`config.mk`:
```
export PLATFORM = sky130hd
export DESIGN_NAME = hpsl_regs
export DESIGN_NICKNAME = d
export VERILOG_FILES = /design/src/core/hpsl_pkg.sv /design/src/core/hpsl_evt_if.sv /design/src/core/hpsl_evt_flags.sv /design/src/core/hpsl_regs.sv
export VERILOG_INCLUDE_DIRS = /design/src /design/src/core
export SDC_FILE = /design/constraint.sdc
export NUM_CORES = 1
export LEC_CHECK = 0
export BUFFER_PORTS_ARGS = -buffer_cell sky130_fd_sc_hd__buf_2
export CORE_MARGIN = 5
export CORE_UTILIZATION = 56
export DETAILED_ROUTE_END_ITERATION = 6
export HOLD_SLACK_MARGIN = 0.12
export PLACE_DENSITY = 0.95
export SLEW_MARGIN = 10
export SYNTH_ARGS = -nofsm -noshare
export SYNTH_HDL_FRONTEND = slang
export SYNTH_SLANG_ARGS = --single-unit
```
`constraint.sdc`:
```
create_clock -name CORE_CLK -period 4.8 [get_ports CORE_CLK]
set_clock_uncertainty 0.1 [all_clocks]
set_input_delay 0.48 -clock CORE_CLK [delete_from_list [all_inputs] [get_ports CORE_CLK]]
set_output_delay 0.48 -clock CORE_CLK [all_outputs]
set_load 0.01 [all_outputs]
```
`src/core/hpsl_consts.svh`:
```
`ifndef HPSL_CONSTS_SVH
`define HPSL_CONSTS_SVH

// register byte offsets
`define HPSL_OFF_SLOT_CAP     12'h0c4
`define HPSL_OFF_SLOT_CTLSTS  12'h0c8
`define HPSL_OFF_LINK_CFG0    12'h0cc
`define HPSL_OFF_LINK_CFG1    12'h0d0
`define HPSL_OFF_IRQ_STATUS   12'h0e0
`define HPSL_OFF_IRQ_MASK     12'h0e4
`define HPSL_OFF_SLOT_INPUT   12'h0e8

// slot capabilities tail field positions
`define HPSL_CAP_HP_CAPABLE   6
`define HPSL_CAP_PWR_VAL_LSB  7
`define HPSL_CAP_PWR_SCL_LSB  15

// slot control reset and writable mask
`define HPSL_SLOT_CTL_RESET   16'h0000
`define HPSL_SLOT_CTL_MASK    16'h07ff

// link configuration 0 and 1 masks and resets
`define HPSL_CFG0_RESET       32'h0400_1060
`define HPSL_CFG0_MASK        32'hffff_1fff
`define HPSL_CFG1_RESET       32'h0000_0000
`define HPSL_CFG1_MASK        32'hffff_03ff

// slot status event count and state positions
`define HPSL_NUM_EVENTS       5
`define HPSL_STS_EVENT_LSB    16
`define HPSL_STS_LATCH_BIT    21
`define HPSL_STS_PRES_BIT     22

`endif

```
`src/core/hpsl_pkg.sv`:
```
package hpsl_pkg;
    typedef enum logic [1:0] {
        HPSL_IDLE,
        HPSL_ACCESS
    } hpsl_phase_t;

    typedef struct packed {
        logic [4:0] events;
        logic [4:0] clear;
    } hpsl_evt_bus_t;
endpackage

```
`src/core/hpsl_evt_if.sv`:
```
`timescale 1ns/100ps
interface hpsl_evt_if;
    import hpsl_pkg::*;
    logic [4:0] pulse;
    logic [4:0] clear;
    logic [4:0] sticky;
    modport bank (output pulse, output clear, input sticky);
    modport flags (input pulse, input clear, output sticky);
endinterface

```
`src/core/hpsl_evt_flags.sv`:
```
`timescale 1ns/100ps
`include "hpsl_consts.svh"
module hpsl_evt_flags
    import hpsl_pkg::*;
(
    input wire logic    clk,
    input wire logic    rst_n,
    hpsl_evt_if.flags   evt
);
    typedef struct packed {
        logic [4:0] sticky;
    } hpsl_flag_state_t;

    hpsl_flag_state_t st_reg;
    hpsl_flag_state_t st_next;

    genvar g;
    logic [4:0] bit_next;
    generate
        for (g = 0; g < `HPSL_NUM_EVENTS; g++) begin : g_flag
            // a new event in the clearing cycle must survive
            assign bit_next[g] = evt.pulse[g] | (st_reg.sticky[g] & ~evt.clear[g]);
        end
    endgenerate

    always_comb begin
        st_next = st_reg;
        st_next.sticky = bit_next;
    end

    always_ff @(posedge clk) begin
        if (!rst_n) begin
            st_reg <= '0;
        end else begin
            st_reg <= st_next;
        end
    end

    assign evt.sticky = st_reg.sticky;

    set_wins_a: assert property (@(posedge clk) disable iff (!rst_n)
        (evt.pulse[0] && evt.clear[0]) |=> evt.sticky[0])
        else $error("event lost while clearing");
endmodule

```
`src/core/hpsl_regs.sv`:
```
`timescale 1ns/100ps
`include "hpsl_consts.svh"
module hpsl_regs
    import hpsl_pkg::*;
(
    input  wire logic        CORE_CLK,
    input  wire logic        RESET_N,
    input  wire logic        HOTPLUG_STRAP,
    input  wire logic [11:0] PADDR,
    input  wire logic        PSEL,
    input  wire logic        PENABLE,
    input  wire logic        PWRITE,
    input  wire logic [31:0] PWDATA,
    input  wire logic [3:0]  PSTRB,
    input  wire logic [4:0]  SLOT_EVENTS,
    input  wire logic        RETENTION_LATCH_STATE,
    input  wire logic        PRESENCE_STATE,
    output logic [31:0]      PRDATA,
    output logic             PREADY,
    output logic             PSLVERR,
    output logic             IRQ,
    output logic [15:0]      SLOT_CONTROL,
    output logic [31:0]      LINK_CFG0,
    output logic [31:0]      LINK_CFG1
);
    typedef struct packed {
        hpsl_phase_t phase;
        logic        hp_capable;
        logic        strap_taken;
        logic [15:0] slot_control;
        logic [6:0]  slot_state;
        logic [31:0] cfg0;
        logic [31:0] cfg1;
        logic [4:0]  irq_mask;
        logic [31:0] prdata;
        logic        pready;
        logic        pslverr;
        logic        irq;
    } hpsl_state_t;

    hpsl_state_t st_reg;
    hpsl_state_t st_next;

    hpsl_evt_if evt_bus ();

    hpsl_evt_flags u_flags (
        .clk   (CORE_CLK),
        .rst_n (RESET_N),
        .evt   (evt_bus)
    );

    logic        setup_cyc;
    logic        wr_cyc;
    logic        rd_cyc;
    logic        addr_ok;
    logic [31:0] byte_mask;
    logic [31:0] rd_word;
    logic [31:0] cap_word;
    logic [4:0]  ev_clear;

    assign setup_cyc = PSEL && !PENABLE && st_reg.phase == HPSL_IDLE;
    assign wr_cyc    = setup_cyc && PWRITE;
    assign rd_cyc    = setup_cyc && !PWRITE;
    assign byte_mask = {{8{PSTRB[3]}}, {8{PSTRB[2]}}, {8{PSTRB[1]}}, {8{PSTRB[0]}}};

    always_comb begin
        cap_word = 32'h0000_0000;
        // capable bit follows the strap caught after reset
        cap_word[`HPSL_CAP_HP_CAPABLE] = st_reg.hp_capable;
        cap_word[`HPSL_CAP_PWR_VAL_LSB +: 8] = 8'h00;
        cap_word[`HPSL_CAP_PWR_SCL_LSB +: 2] = 2'h0;
    end

    always_comb begin
        addr_ok = 1'b1;
        rd_word = 32'h0000_0000;
        case (PADDR)
            `HPSL_OFF_SLOT_CAP: begin
                rd_word = cap_word;
            end
            `HPSL_OFF_SLOT_CTLSTS: begin
                rd_word = {9'h000, st_reg.slot_state[6:5], evt_bus.sticky,
                           st_reg.slot_control & `HPSL_SLOT_CTL_MASK};
            end
            `HPSL_OFF_LINK_CFG0: begin
                rd_word = st_reg.cfg0 & `HPSL_CFG0_MASK;
            end
            `HPSL_OFF_LINK_CFG1: begin
                rd_word = st_reg.cfg1 & `HPSL_CFG1_MASK;
            end
            `HPSL_OFF_IRQ_STATUS: begin
                rd_word = {27'h0000000, evt_bus.sticky};
            end
            `HPSL_OFF_IRQ_MASK: begin
                rd_word = {27'h0000000, st_reg.irq_mask};
            end
            `HPSL_OFF_SLOT_INPUT: begin
                rd_word = {25'h0000000, st_reg.slot_state};
            end
            default: begin
                addr_ok = 1'b0;
            end
        endcase
    end

    // a read of the status words clears the events it returned
    always_comb begin
        ev_clear = 5'h00;
        if (rd_cyc && (PADDR == `HPSL_OFF_IRQ_STATUS || PADDR == `HPSL_OFF_SLOT_CTLSTS)) begin
            ev_clear = evt_bus.sticky;
        end
    end

    assign evt_bus.pulse = SLOT_EVENTS;
    assign evt_bus.clear = ev_clear;

    always_comb begin
        st_next = st_reg;
        st_next.slot_state = {PRESENCE_STATE, RETENTION_LATCH_STATE, evt_bus.sticky};
        if (!st_reg.strap_taken) begin
            st_next.hp_capable  = HOTPLUG_STRAP;
            st_next.strap_taken = 1'b1;
        end
        st_next.irq = |(evt_bus.sticky & st_reg.irq_mask);
        case (st_reg.phase)
            HPSL_IDLE: begin
                st_next.pready = 1'b0;
                if (setup_cyc) begin
                    st_next.phase   = HPSL_ACCESS;
                    st_next.pready  = 1'b1;
                    st_next.pslverr = !addr_ok;
                    st_next.prdata  = rd_cyc ? rd_word : 32'h0000_0000;
                    if (wr_cyc) begin
                        case (PADDR)
                            `HPSL_OFF_SLOT_CTLSTS: begin
                                st_next.slot_control = ((st_reg.slot_control & ~byte_mask[15:0])
                                    | (PWDATA[15:0] & byte_mask[15:0])) & `HPSL_SLOT_CTL_MASK;
                            end
                            `HPSL_OFF_LINK_CFG0: begin
                                st_next.cfg0 = ((st_reg.cfg0 & ~byte_mask)
                                    | (PWDATA & byte_mask)) & `HPSL_CFG0_MASK;
                            end
                            `HPSL_OFF_LINK_CFG1: begin
                                st_next.cfg1 = ((st_reg.cfg1 & ~byte_mask)
                                    | (PWDATA & byte_mask)) & `HPSL_CFG1_MASK;
                            end
                            `HPSL_OFF_IRQ_MASK: begin
                                if (PSTRB[0]) begin
                                    st_next.irq_mask = PWDATA[4:0];
                                end
                            end
                            default: begin
                            end
                        endcase
                    end
                end
            end
            HPSL_ACCESS: begin
                st_next.phase   = HPSL_IDLE;
                st_next.pready  = 1'b0;
                st_next.pslverr = 1'b0;
            end
            default: begin
                st_next.phase = HPSL_IDLE;
            end
        endcase
    end

    always_ff @(posedge CORE_CLK) begin
        if (!RESET_N) begin
            st_reg              <= '0;
            st_reg.phase        <= HPSL_IDLE;
            st_reg.slot_control <= `HPSL_SLOT_CTL_RESET;
            st_reg.cfg0         <= `HPSL_CFG0_RESET;
            st_reg.cfg1         <= `HPSL_CFG1_RESET;
        end else begin
            st_reg <= st_next;
        end
    end

    assign PRDATA       = st_reg.prdata;
    assign PREADY       = st_reg.pready;
    assign PSLVERR      = st_reg.pslverr;
    assign IRQ          = st_reg.irq;
    assign SLOT_CONTROL = st_reg.slot_control;
    assign LINK_CFG0    = st_reg.cfg0;
    assign LINK_CFG1    = st_reg.cfg1;

    cap_strap_a: assert property (@(posedge CORE_CLK) disable iff (!RESET_N)
        $rose(st_reg.strap_taken) |-> st_reg.hp_capable == $past(HOTPLUG_STRAP))
        else $error("capable bit differs from strap");

    cap_power_a: assert property (@(posedge CORE_CLK) disable iff (!RESET_N)
        (rd_cyc && PADDR == `HPSL_OFF_SLOT_CAP) |=> PRDATA[14:7] == 8'h00)
        else $error("power limit value not zero");

    cap_scale_a: assert property (@(posedge CORE_CLK) disable iff (!RESET_N)
        (rd_cyc && PADDR == `HPSL_OFF_SLOT_CAP) |=> PRDATA[16:15] == 2'h0)
        else $error("power limit scale not zero");

    ctl_write_a: assert property (@(posedge CORE_CLK) disable iff (!RESET_N)
        (wr_cyc && PADDR == `HPSL_OFF_SLOT_CTLSTS && PSTRB[0])
        |=> SLOT_CONTROL[4:0] == $past(PWDATA[4:0]))
        else $error("event enables not written");

    ctl_reserved_a: assert property (@(posedge CORE_CLK) disable iff (!RESET_N)
        SLOT_CONTROL[15:11] == 5'h00)
        else $error("slot control reserved bits set");

    cfg_write_a: assert property (@(posedge CORE_CLK) disable iff (!RESET_N)
        (wr_cyc && PADDR == `HPSL_OFF_LINK_CFG0 && PSTRB[0])
        ##1 (PREADY && PENABLE) |-> LINK_CFG0[4:0] == $past(PWDATA[4:0]))
        else $error("link enables not written");

    cfg_reset_a: assert property (@(posedge CORE_CLK)
        $rose(RESET_N) |-> LINK_CFG0[7:5] == 3'h3 && LINK_CFG0[12:8] == 5'h10)
        else $error("training counts reset wrong");

    cfg_reserved_a: assert property (@(posedge CORE_CLK) disable iff (!RESET_N)
        LINK_CFG0[15:13] == 3'h0 && LINK_CFG1[15:10] == 6'h00)
        else $error("link config reserved bits set");

    irq_level_a: assert property (@(posedge CORE_CLK) disable iff (!RESET_N)
        |(evt_bus.sticky & st_reg.irq_mask) |=> IRQ)
        else $error("interrupt missing for unmasked event");

    // the capable bit must not drift once the strap has been caught
    strap_hold_a: assert property (@(posedge CORE_CLK) disable iff (!RESET_N)
        st_reg.strap_taken |=> $stable(st_reg.hp_capable))
        else $error("capable bit changed after capture");

    cap_read_a: assert property (@(posedge CORE_CLK) disable iff (!RESET_N)
        (rd_cyc && PADDR == `HPSL_OFF_SLOT_CAP) |=> PRDATA[6] == $past(st_reg.hp_capable))
        else $error("capable bit not returned on read");

    ctl_indicator_a: assert property (@(posedge CORE_CLK) disable iff (!RESET_N)
        (wr_cyc && PADDR == `HPSL_OFF_SLOT_CTLSTS && PSTRB[1:0] == 2'h3)
        |=> SLOT_CONTROL[10:5] == $past(PWDATA[10:5]))
        else $error("indicator controls not written");

    sts_read_a: assert property (@(posedge CORE_CLK) disable iff (!RESET_N)
        (rd_cyc && PADDR == `HPSL_OFF_SLOT_CTLSTS)
        |=> PRDATA[20:16] == $past(evt_bus.sticky) && PRDATA[31:23] == 9'h000)
        else $error("slot status read wrong");

    cfg_counts_a: assert property (@(posedge CORE_CLK) disable iff (!RESET_N)
        (wr_cyc && PADDR == `HPSL_OFF_LINK_CFG0 && PSTRB[1:0] == 2'h3)
        |=> LINK_CFG0[12:5] == $past(PWDATA[12:5]))
        else $error("training counts not written");

    cfg_timer_a: assert property (@(posedge CORE_CLK) disable iff (!RESET_N)
        (wr_cyc && PADDR == `HPSL_OFF_LINK_CFG0 && PSTRB[3:2] == 2'h3)
        |=> LINK_CFG0[31:16] == $past(PWDATA[31:16]))
        else $error("entry timer not written");

    cfg1_write_a: assert property (@(posedge CORE_CLK) disable iff (!RESET_N)
        (wr_cyc && PADDR == `HPSL_OFF_LINK_CFG1 && PSTRB == 4'hf)
        |=> LINK_CFG1 == ($past(PWDATA) & `HPSL_CFG1_MASK))
        else $error("lifetime timers not written");

    cfg1_reset_a: assert property (@(posedge CORE_CLK)
        $rose(RESET_N) |-> LINK_CFG1 == 32'h0000_0000 && SLOT_CONTROL == 16'h0000)
        else $error("lifetime timers or slot control reset wrong");

    pready_answer_a: assert property (@(posedge CORE_CLK) disable iff (!RESET_N)
        setup_cyc |=> PREADY)
        else $error("no ready after setup");

    pready_pulse_a: assert property (@(posedge CORE_CLK) disable iff (!RESET_N)
        PREADY |=> !PREADY)
        else $error("ready held longer than one cycle");

    slverr_map_a: assert property (@(posedge CORE_CLK) disable iff (!RESET_N)
        (setup_cyc && !addr_ok) |=> PSLVERR && PRDATA == 32'h0000_0000)
        else $error("unmapped access not refused");

    // a refused write must leave slot control and both link configuration registers alone
    ro_nowrite_a: assert property (@(posedge CORE_CLK) disable iff (!RESET_N)
        (wr_cyc && !addr_ok) |=> $stable(SLOT_CONTROL) && $stable(LINK_CFG0)
        && $stable(LINK_CFG1))
        else $error("refused write changed a register");

    irq_drop_a: assert property (@(posedge CORE_CLK) disable iff (!RESET_N)
        !(|(evt_bus.sticky & st_reg.irq_mask)) |=> !IRQ)
        else $error("interrupt high with nothing pending");
endmodule

```
Word level (Yosys, flattened, before mapping)
Index checks and enable logic that the tools add are counted.
{"block": "word_totals", "wordCells": 73, "mem_bits_rw": 0, "n_memories": 0, "latch_bits": 0, "regBits": 121, "in_bits": 61, "romBits": 0}
{"block": "op_classes", "n_eq_ne": 8, "add_sub_neg": 0, "multipliers": 0, "shifts": 0, "n_reduce_logical": 20, "bitwise_logic": 26, "muxes": 6, "div_mod_pow": 0, "order_cmp": 0}
{"cell": "$pmux 32 s7", "count": 1}
{"cell": "$and 32x32->32", "count": 3}
{"cell": "$eq 12x8->1 const B", "count": 7}
{"cell": "$or 32x32->32", "count": 2}
{"cell": "$mux 32", "count": 1}
{"cell": "$not 32->32", "count": 1}
{"cell": "$and 11x11->11", "count": 2}
{"cell": "$reduce_and 4->1", "count": 3}
{"cell": "$not 11->11", "count": 1}
{"cell": "$or 11x11->11", "count": 1}
{"cell": "$reduce_or 7->1", "count": 1}
{"cell": "$reduce_and 2->1", "count": 3}
{"cell": "$and 1x1->1", "count": 5}
{"cell": "$and 5x5->5", "count": 1}
{"cell": "$logic_and 1x1->1", "count": 5}
{"cell": "$mux 5", "count": 1}
{"cell": "$not 1->1", "count": 5}
{"cell": "$or 1x1->1", "count": 5}
{"cell": "$reduce_and 5->1", "count": 1}
{"cell": "$reduce_or 5->1", "count": 1}
{"cell": "$pmux 2 s2", "count": 1}
{"cell": "$logic_not 1->1", "count": 3}
{"cell": "$logic_not 2->1", "count": 1}
{"cell": "$mux 2", "count": 1}
{"cell": "other kinds (4)", "count": 4}

Depth between registers and ports, before layout
{"block": "logic_depth", "word_depth": 9, "mapped_depth": 7}

By module
Synthesis repeated with hierarchy kept, for this count alone.
{"block": "unflattened", "hier_cells": 628, "hier_area_um2": 5843.1}
{"mod": "hpsl_regs", "area_per_inst_um2": 5636.7, "cells_per_inst": 613, "instances": 1}
{"mod": "hpsl_evt_flags", "area_per_inst_um2": 206.4, "cells_per_inst": 15, "instances": 1}

Worst setup path before layout
OpenSTA, ideal clock, no wires.
{"block": "synth_path", "kind": "input port to flip-flop", "start": "input PADDR[9]", "end": "register with a tool-made name", "arrival_ns": 1.808, "slack_ns": 2.775, "required_time_ns": 4.584, "cell_stages": 6, "setup_ns": 0.116, "cell_sequence": "nor4_2 -> nand3_2 -> buf_6 -> nor3_4 -> mux2i_1 -> nor2b_1"}
{"item": "start, declared", "line": "hpsl_regs.sv:9", "text": "input wire logic [11:0] PADDR,"}

Worst setup path after layout
{"block": "layout_path", "start": "register st_reg[129] in the netlist's numbering", "end": "register st_reg (netlist bit PRDATA[8])"}
{"block": "layout_via", "elab_chain_len": 4}
{"item": "start, declared", "line": "hpsl_regs.sv:41", "text": "hpsl_state_t st_reg;"}
{"item": "start signal, assigned", "line": "hpsl_regs.sv:177", "text": "st_reg <= st_next;"}
{"item": "$logic_not 2->1 (*)", "line": "hpsl_regs.sv:61, hpsl_regs.sv:125"}
{"item": "$logic_and 1x1->1", "line": "hpsl_regs.sv:61", "text": "assign setup_cyc = PSEL && !PENABLE && st_reg.phase == HPSL_IDLE;"}
{"item": "$logic_and 1x1->1", "line": "hpsl_regs.sv:63", "text": "assign rd_cyc = setup_cyc && !PWRITE;"}
{"item": "$mux 32", "line": "hpsl_regs.sv:132", "text": "st_next.prdata = rd_cyc ? rd_word : 32'h0000_0000;"}
Mark *: on every way between the ends. The rest lies on a longest branch, timed or not.
A chain may end at the register's enable or synchronous reset.

==> results.sh <==
export IMPL_synth_edf_count=0
export IMPL_hold_class="input pin to register"
export IMPL_clock_tree_root_cell="clkbuf_8"
export IMPL_dp_cells=774
export IMPL_final_nets=729
export IMPL_grt_pass1_vias=4551
export IMPL_cts_buffer_depth=2
export IMPL_critPathTopFamily="simple AND/OR/NAND/NOR gates"
export IMPL_drtIter0Drc=468
export IMPL_cp_startpoint="st_reg[129]$_SDFFE_PN0N_"
export IMPL_netlist_area_leader_share_pct=41.0
export IMPL_muxShareOfSynthArea_pct=10.6
export IMPL_period_share_pct=56.2
export IMPL_arrival_ps=3050
export IMPL_critPathBufInv=0
export IMPL_firstDrtPassIters=5
export IMPL_r2r_end="PRDATA[8]$_SDFFE_PN0P_"
export IMPL_placed_cell_area_mm2=0.00581
export IMPL_grt_pass1_wl_um=24000
export IMPL_syn_mean_instance_area_um2=9.49
export IMPL_path_cells="or3b_1, nor2_1, nand4_2, nor2_2, a221o_1"
export IMPL_setup_viol=0
export IMPL_critical_path_required_ps=5150
export IMPL_route_detailed_drc=0
export IMPL_drv_cap=0
export IMPL_synthXorXnorAreaFrac_pct=0.152
export IMPL_synth_simple_area_share_pct=18.9
export IMPL_synth_top_family_by_area="simple AND/OR/NAND/NOR gates"
export IMPL_routedWlPerCell_um=18.4
export IMPL_rsz0062_at_grt="false"
export IMPL_layout_drive_gt1_share_pct=30.6
export IMPL_start_kind="register"
export IMPL_track_usage_pct=23.9
export IMPL_r2r_start="st_reg[129]$_SDFFE_PN0N_"
export IMPL_yosysSeqAreaShare_pct=41.0
export IMPL_clk_latency_ps=510
export IMPL_antenna_found_initial=0
export IMPL_yosys_top_cells_area="dfxtp_1, buf_4, mux2i_1, nor2b_1, a22oi_1"
export IMPL_met3WireLength_um=1330
export IMPL_numCtsBuffers=17
export IMPL_wl_met1_um=6020
export IMPL_final_max_slew_viol_count=0
export IMPL_synth_compound_area_share_pct=12.2
export IMPL_vdd_drop_max_mv=0.249
export IMPL_routed_via_density=5.53
export IMPL_synth_warnings=0
export IMPL_numPortBuffers=155
export IMPL_drt_antenna_violating_nets=0
export IMPL_cts_tree="yes"
export IMPL_gr_total_overflow=0
export IMPL_num_vias=4513
export IMPL_hold_depth=3
export IMPL_utilization_pct=64.1
export IMPL_finalInstanceArea_mm2=0.00653
export IMPL_final_cell_mix="buf_2, dfxtp_1, mux2i_1"
export IMPL_synthCells=607
export IMPL_max_slew_margin_pct=30.6
export IMPL_synth_flop_cell="dfxtp_1"
export IMPL_period_minus_slack_ps=2700
export IMPL_finalNonFillerCells=816
export IMPL_die_x_um=111
export IMPL_status="complete, no violations"
export IMPL_post_cts_buffers=0
export IMPL_synth_cell_types=52
export IMPL_crit_path_top_delay_cell="nand4_2"
export IMPL_core_area_mm2=0.0102
export IMPL_p_leak_nw=2.73
export IMPL_boundaryPins=176
export IMPL_ys_seq_elements=118
export IMPL_path_clk_slew_ps=60
export IMPL_yosys_area_top_type="dfxtp_1"
export IMPL_synthAdderAreaFrac_pct=0
export IMPL_max_stage_delay_ps=620
export IMPL_path_max_fanout=24
export IMPL_final_common_cell="buf_2"
export IMPL_dp_hpwl_um=10500
export IMPL_grt_max_degree=70
export IMPL_critical_path_depth=5
export IMPL_tritoncts_num_sinks=118
export IMPL_area_growth_pct=13.2
export IMPL_dieArea_mm2=0.0124
export IMPL_met2_length_um=7310
export IMPL_h_tree_depth=4
export IMPL_setup_tns_final_ps=0
export IMPL_fp_row_count=37
export IMPL_power_mw=2.39
export IMPL_drt_total_wl_um=15100
export IMPL_antenna_cells=0
export IMPL_die_y_um=111
export IMPL_power_density_mw_per_mm2=367
export IMPL_whs_endpoint="cap_word[6]$_SDFFE_PN0N_"
export IMPL_start_util_pct=56.6
export IMPL_hold_violations=0
export IMPL_fillers=825
export IMPL_worstHoldStart="HOTPLUG_STRAP"
export IMPL_reg2reg_slack_ps=2100
export IMPL_max_freq_ghz=0.371
export IMPL_cp_end_kind="register"
export IMPL_worstRegToRegCells=5
export IMPL_async_flop_share_pct=0
export IMPL_synth_area_mm2=0.00576
export IMPL_worst_pin_slew_ps=1040
export IMPL_path_class="register to register"
export IMPL_place_congestion=0.858
export IMPL_top_layer="met4"
==> what timing repair did <==
| item | 4_1_cts | 5_1_grt |
|---|---|---|
| setup endpoints to repair | 0 | 0 |
| hold buffers | 11 | 0 |
| endpoints found under the hold margin | 12 | 0 |
| gates resized for setup | 0 | 0 |
==> layer usage <==
layer / up-vias / track usage [%]
li1: 2113 / -
met1: 2146 / 29.4
met2: 220 / 38.5
met3: 34 / 8.04
met4: 0 / 9.81
met5: - / 0
==> cell families (layout without fill, tap and decap cells) <==
group | after synthesis | after routing
and+or+nand+nor | 180 | 180
buffers and inverters | 144 | 201
DFF | 118 | 118
AOI/OAI and AO/OA | 102 | 102
muxes | 61 | 61
other | 1 | 17
xor gates and xnor gates | 1 | 1
==> cells in the mapped netlist, drive strengths merged, types with 2 or more instances <==
master	count
mux2i	60
o22ai	3
a21oi	9
a221o	9
a32oi	3
o21ai	35
nor4	3
nor2	19
dfxtp	118
nand4	2
nand2	32
a22oi	24
and3	6
nor2b	58
and2	15
clkbuf	18
a21boi	3
o2bb2ai	2
nor3	10
a22o	5
buf	125
nand3	29
nor3b	2
==> through the flow <==
stage	setup WS (ps)	hold WS, ps
floorplan	2780	326
global placement	1840	332
detailed placement	1760	343
CTS	2100	127
global route	1840	136
finish	2100	141
==> area by class of cell <==
cell class	count	area [um2]	share of cell area (%)
multi-input combinational	361	2470	37.9
sequential	118	2360	36.2
timing repair buffer	169	908	13.9
clock buffer	22	483	7.40
tap	136	170	2.61
clock inverter	9	123	1.88
inverter	1	3.75	0.0575
==> where the power goes <==
| group | internal (mW) | switching [mW] | leakage (nW) | total, mW |
|---|---|---|---|---|
| Sequential | 0.989 | 0.00787 | 0.954 | 0.996 |
| Clock | 0.852 | 0.435 | 0.302 | 1.29 |
| Combinational | 0.0453 | 0.0645 | 1.47 | 0.110 |
| Total | 1.89 | 0.508 | 2.73 | 2.39 |
==> how the worst max path moves through the flow <==
stage	to	slack, ps
detailed placement	PRDATA[17]$_SDFFE_PN0P_	1760
global route	PRDATA[7]$_SDFFE_PN0P_	1840
floorplan	register	2780
CTS	PRDATA[8]$_SDFFE_PN0P_	2100
global placement	PRDATA[22]$_SDFFE_PN0P_	1840
finish	PRDATA[8]$_SDFFE_PN0P_	2100
==> worst reg2reg max path, cell delays in order, from the launching register on <==
cell	delay (ps)
dfxtp_1	330
or3b_1	520
nor2_1	250
nand4_2	620
nor2_2	590
a221o_1	230
(Power assumes the default switching activity.)
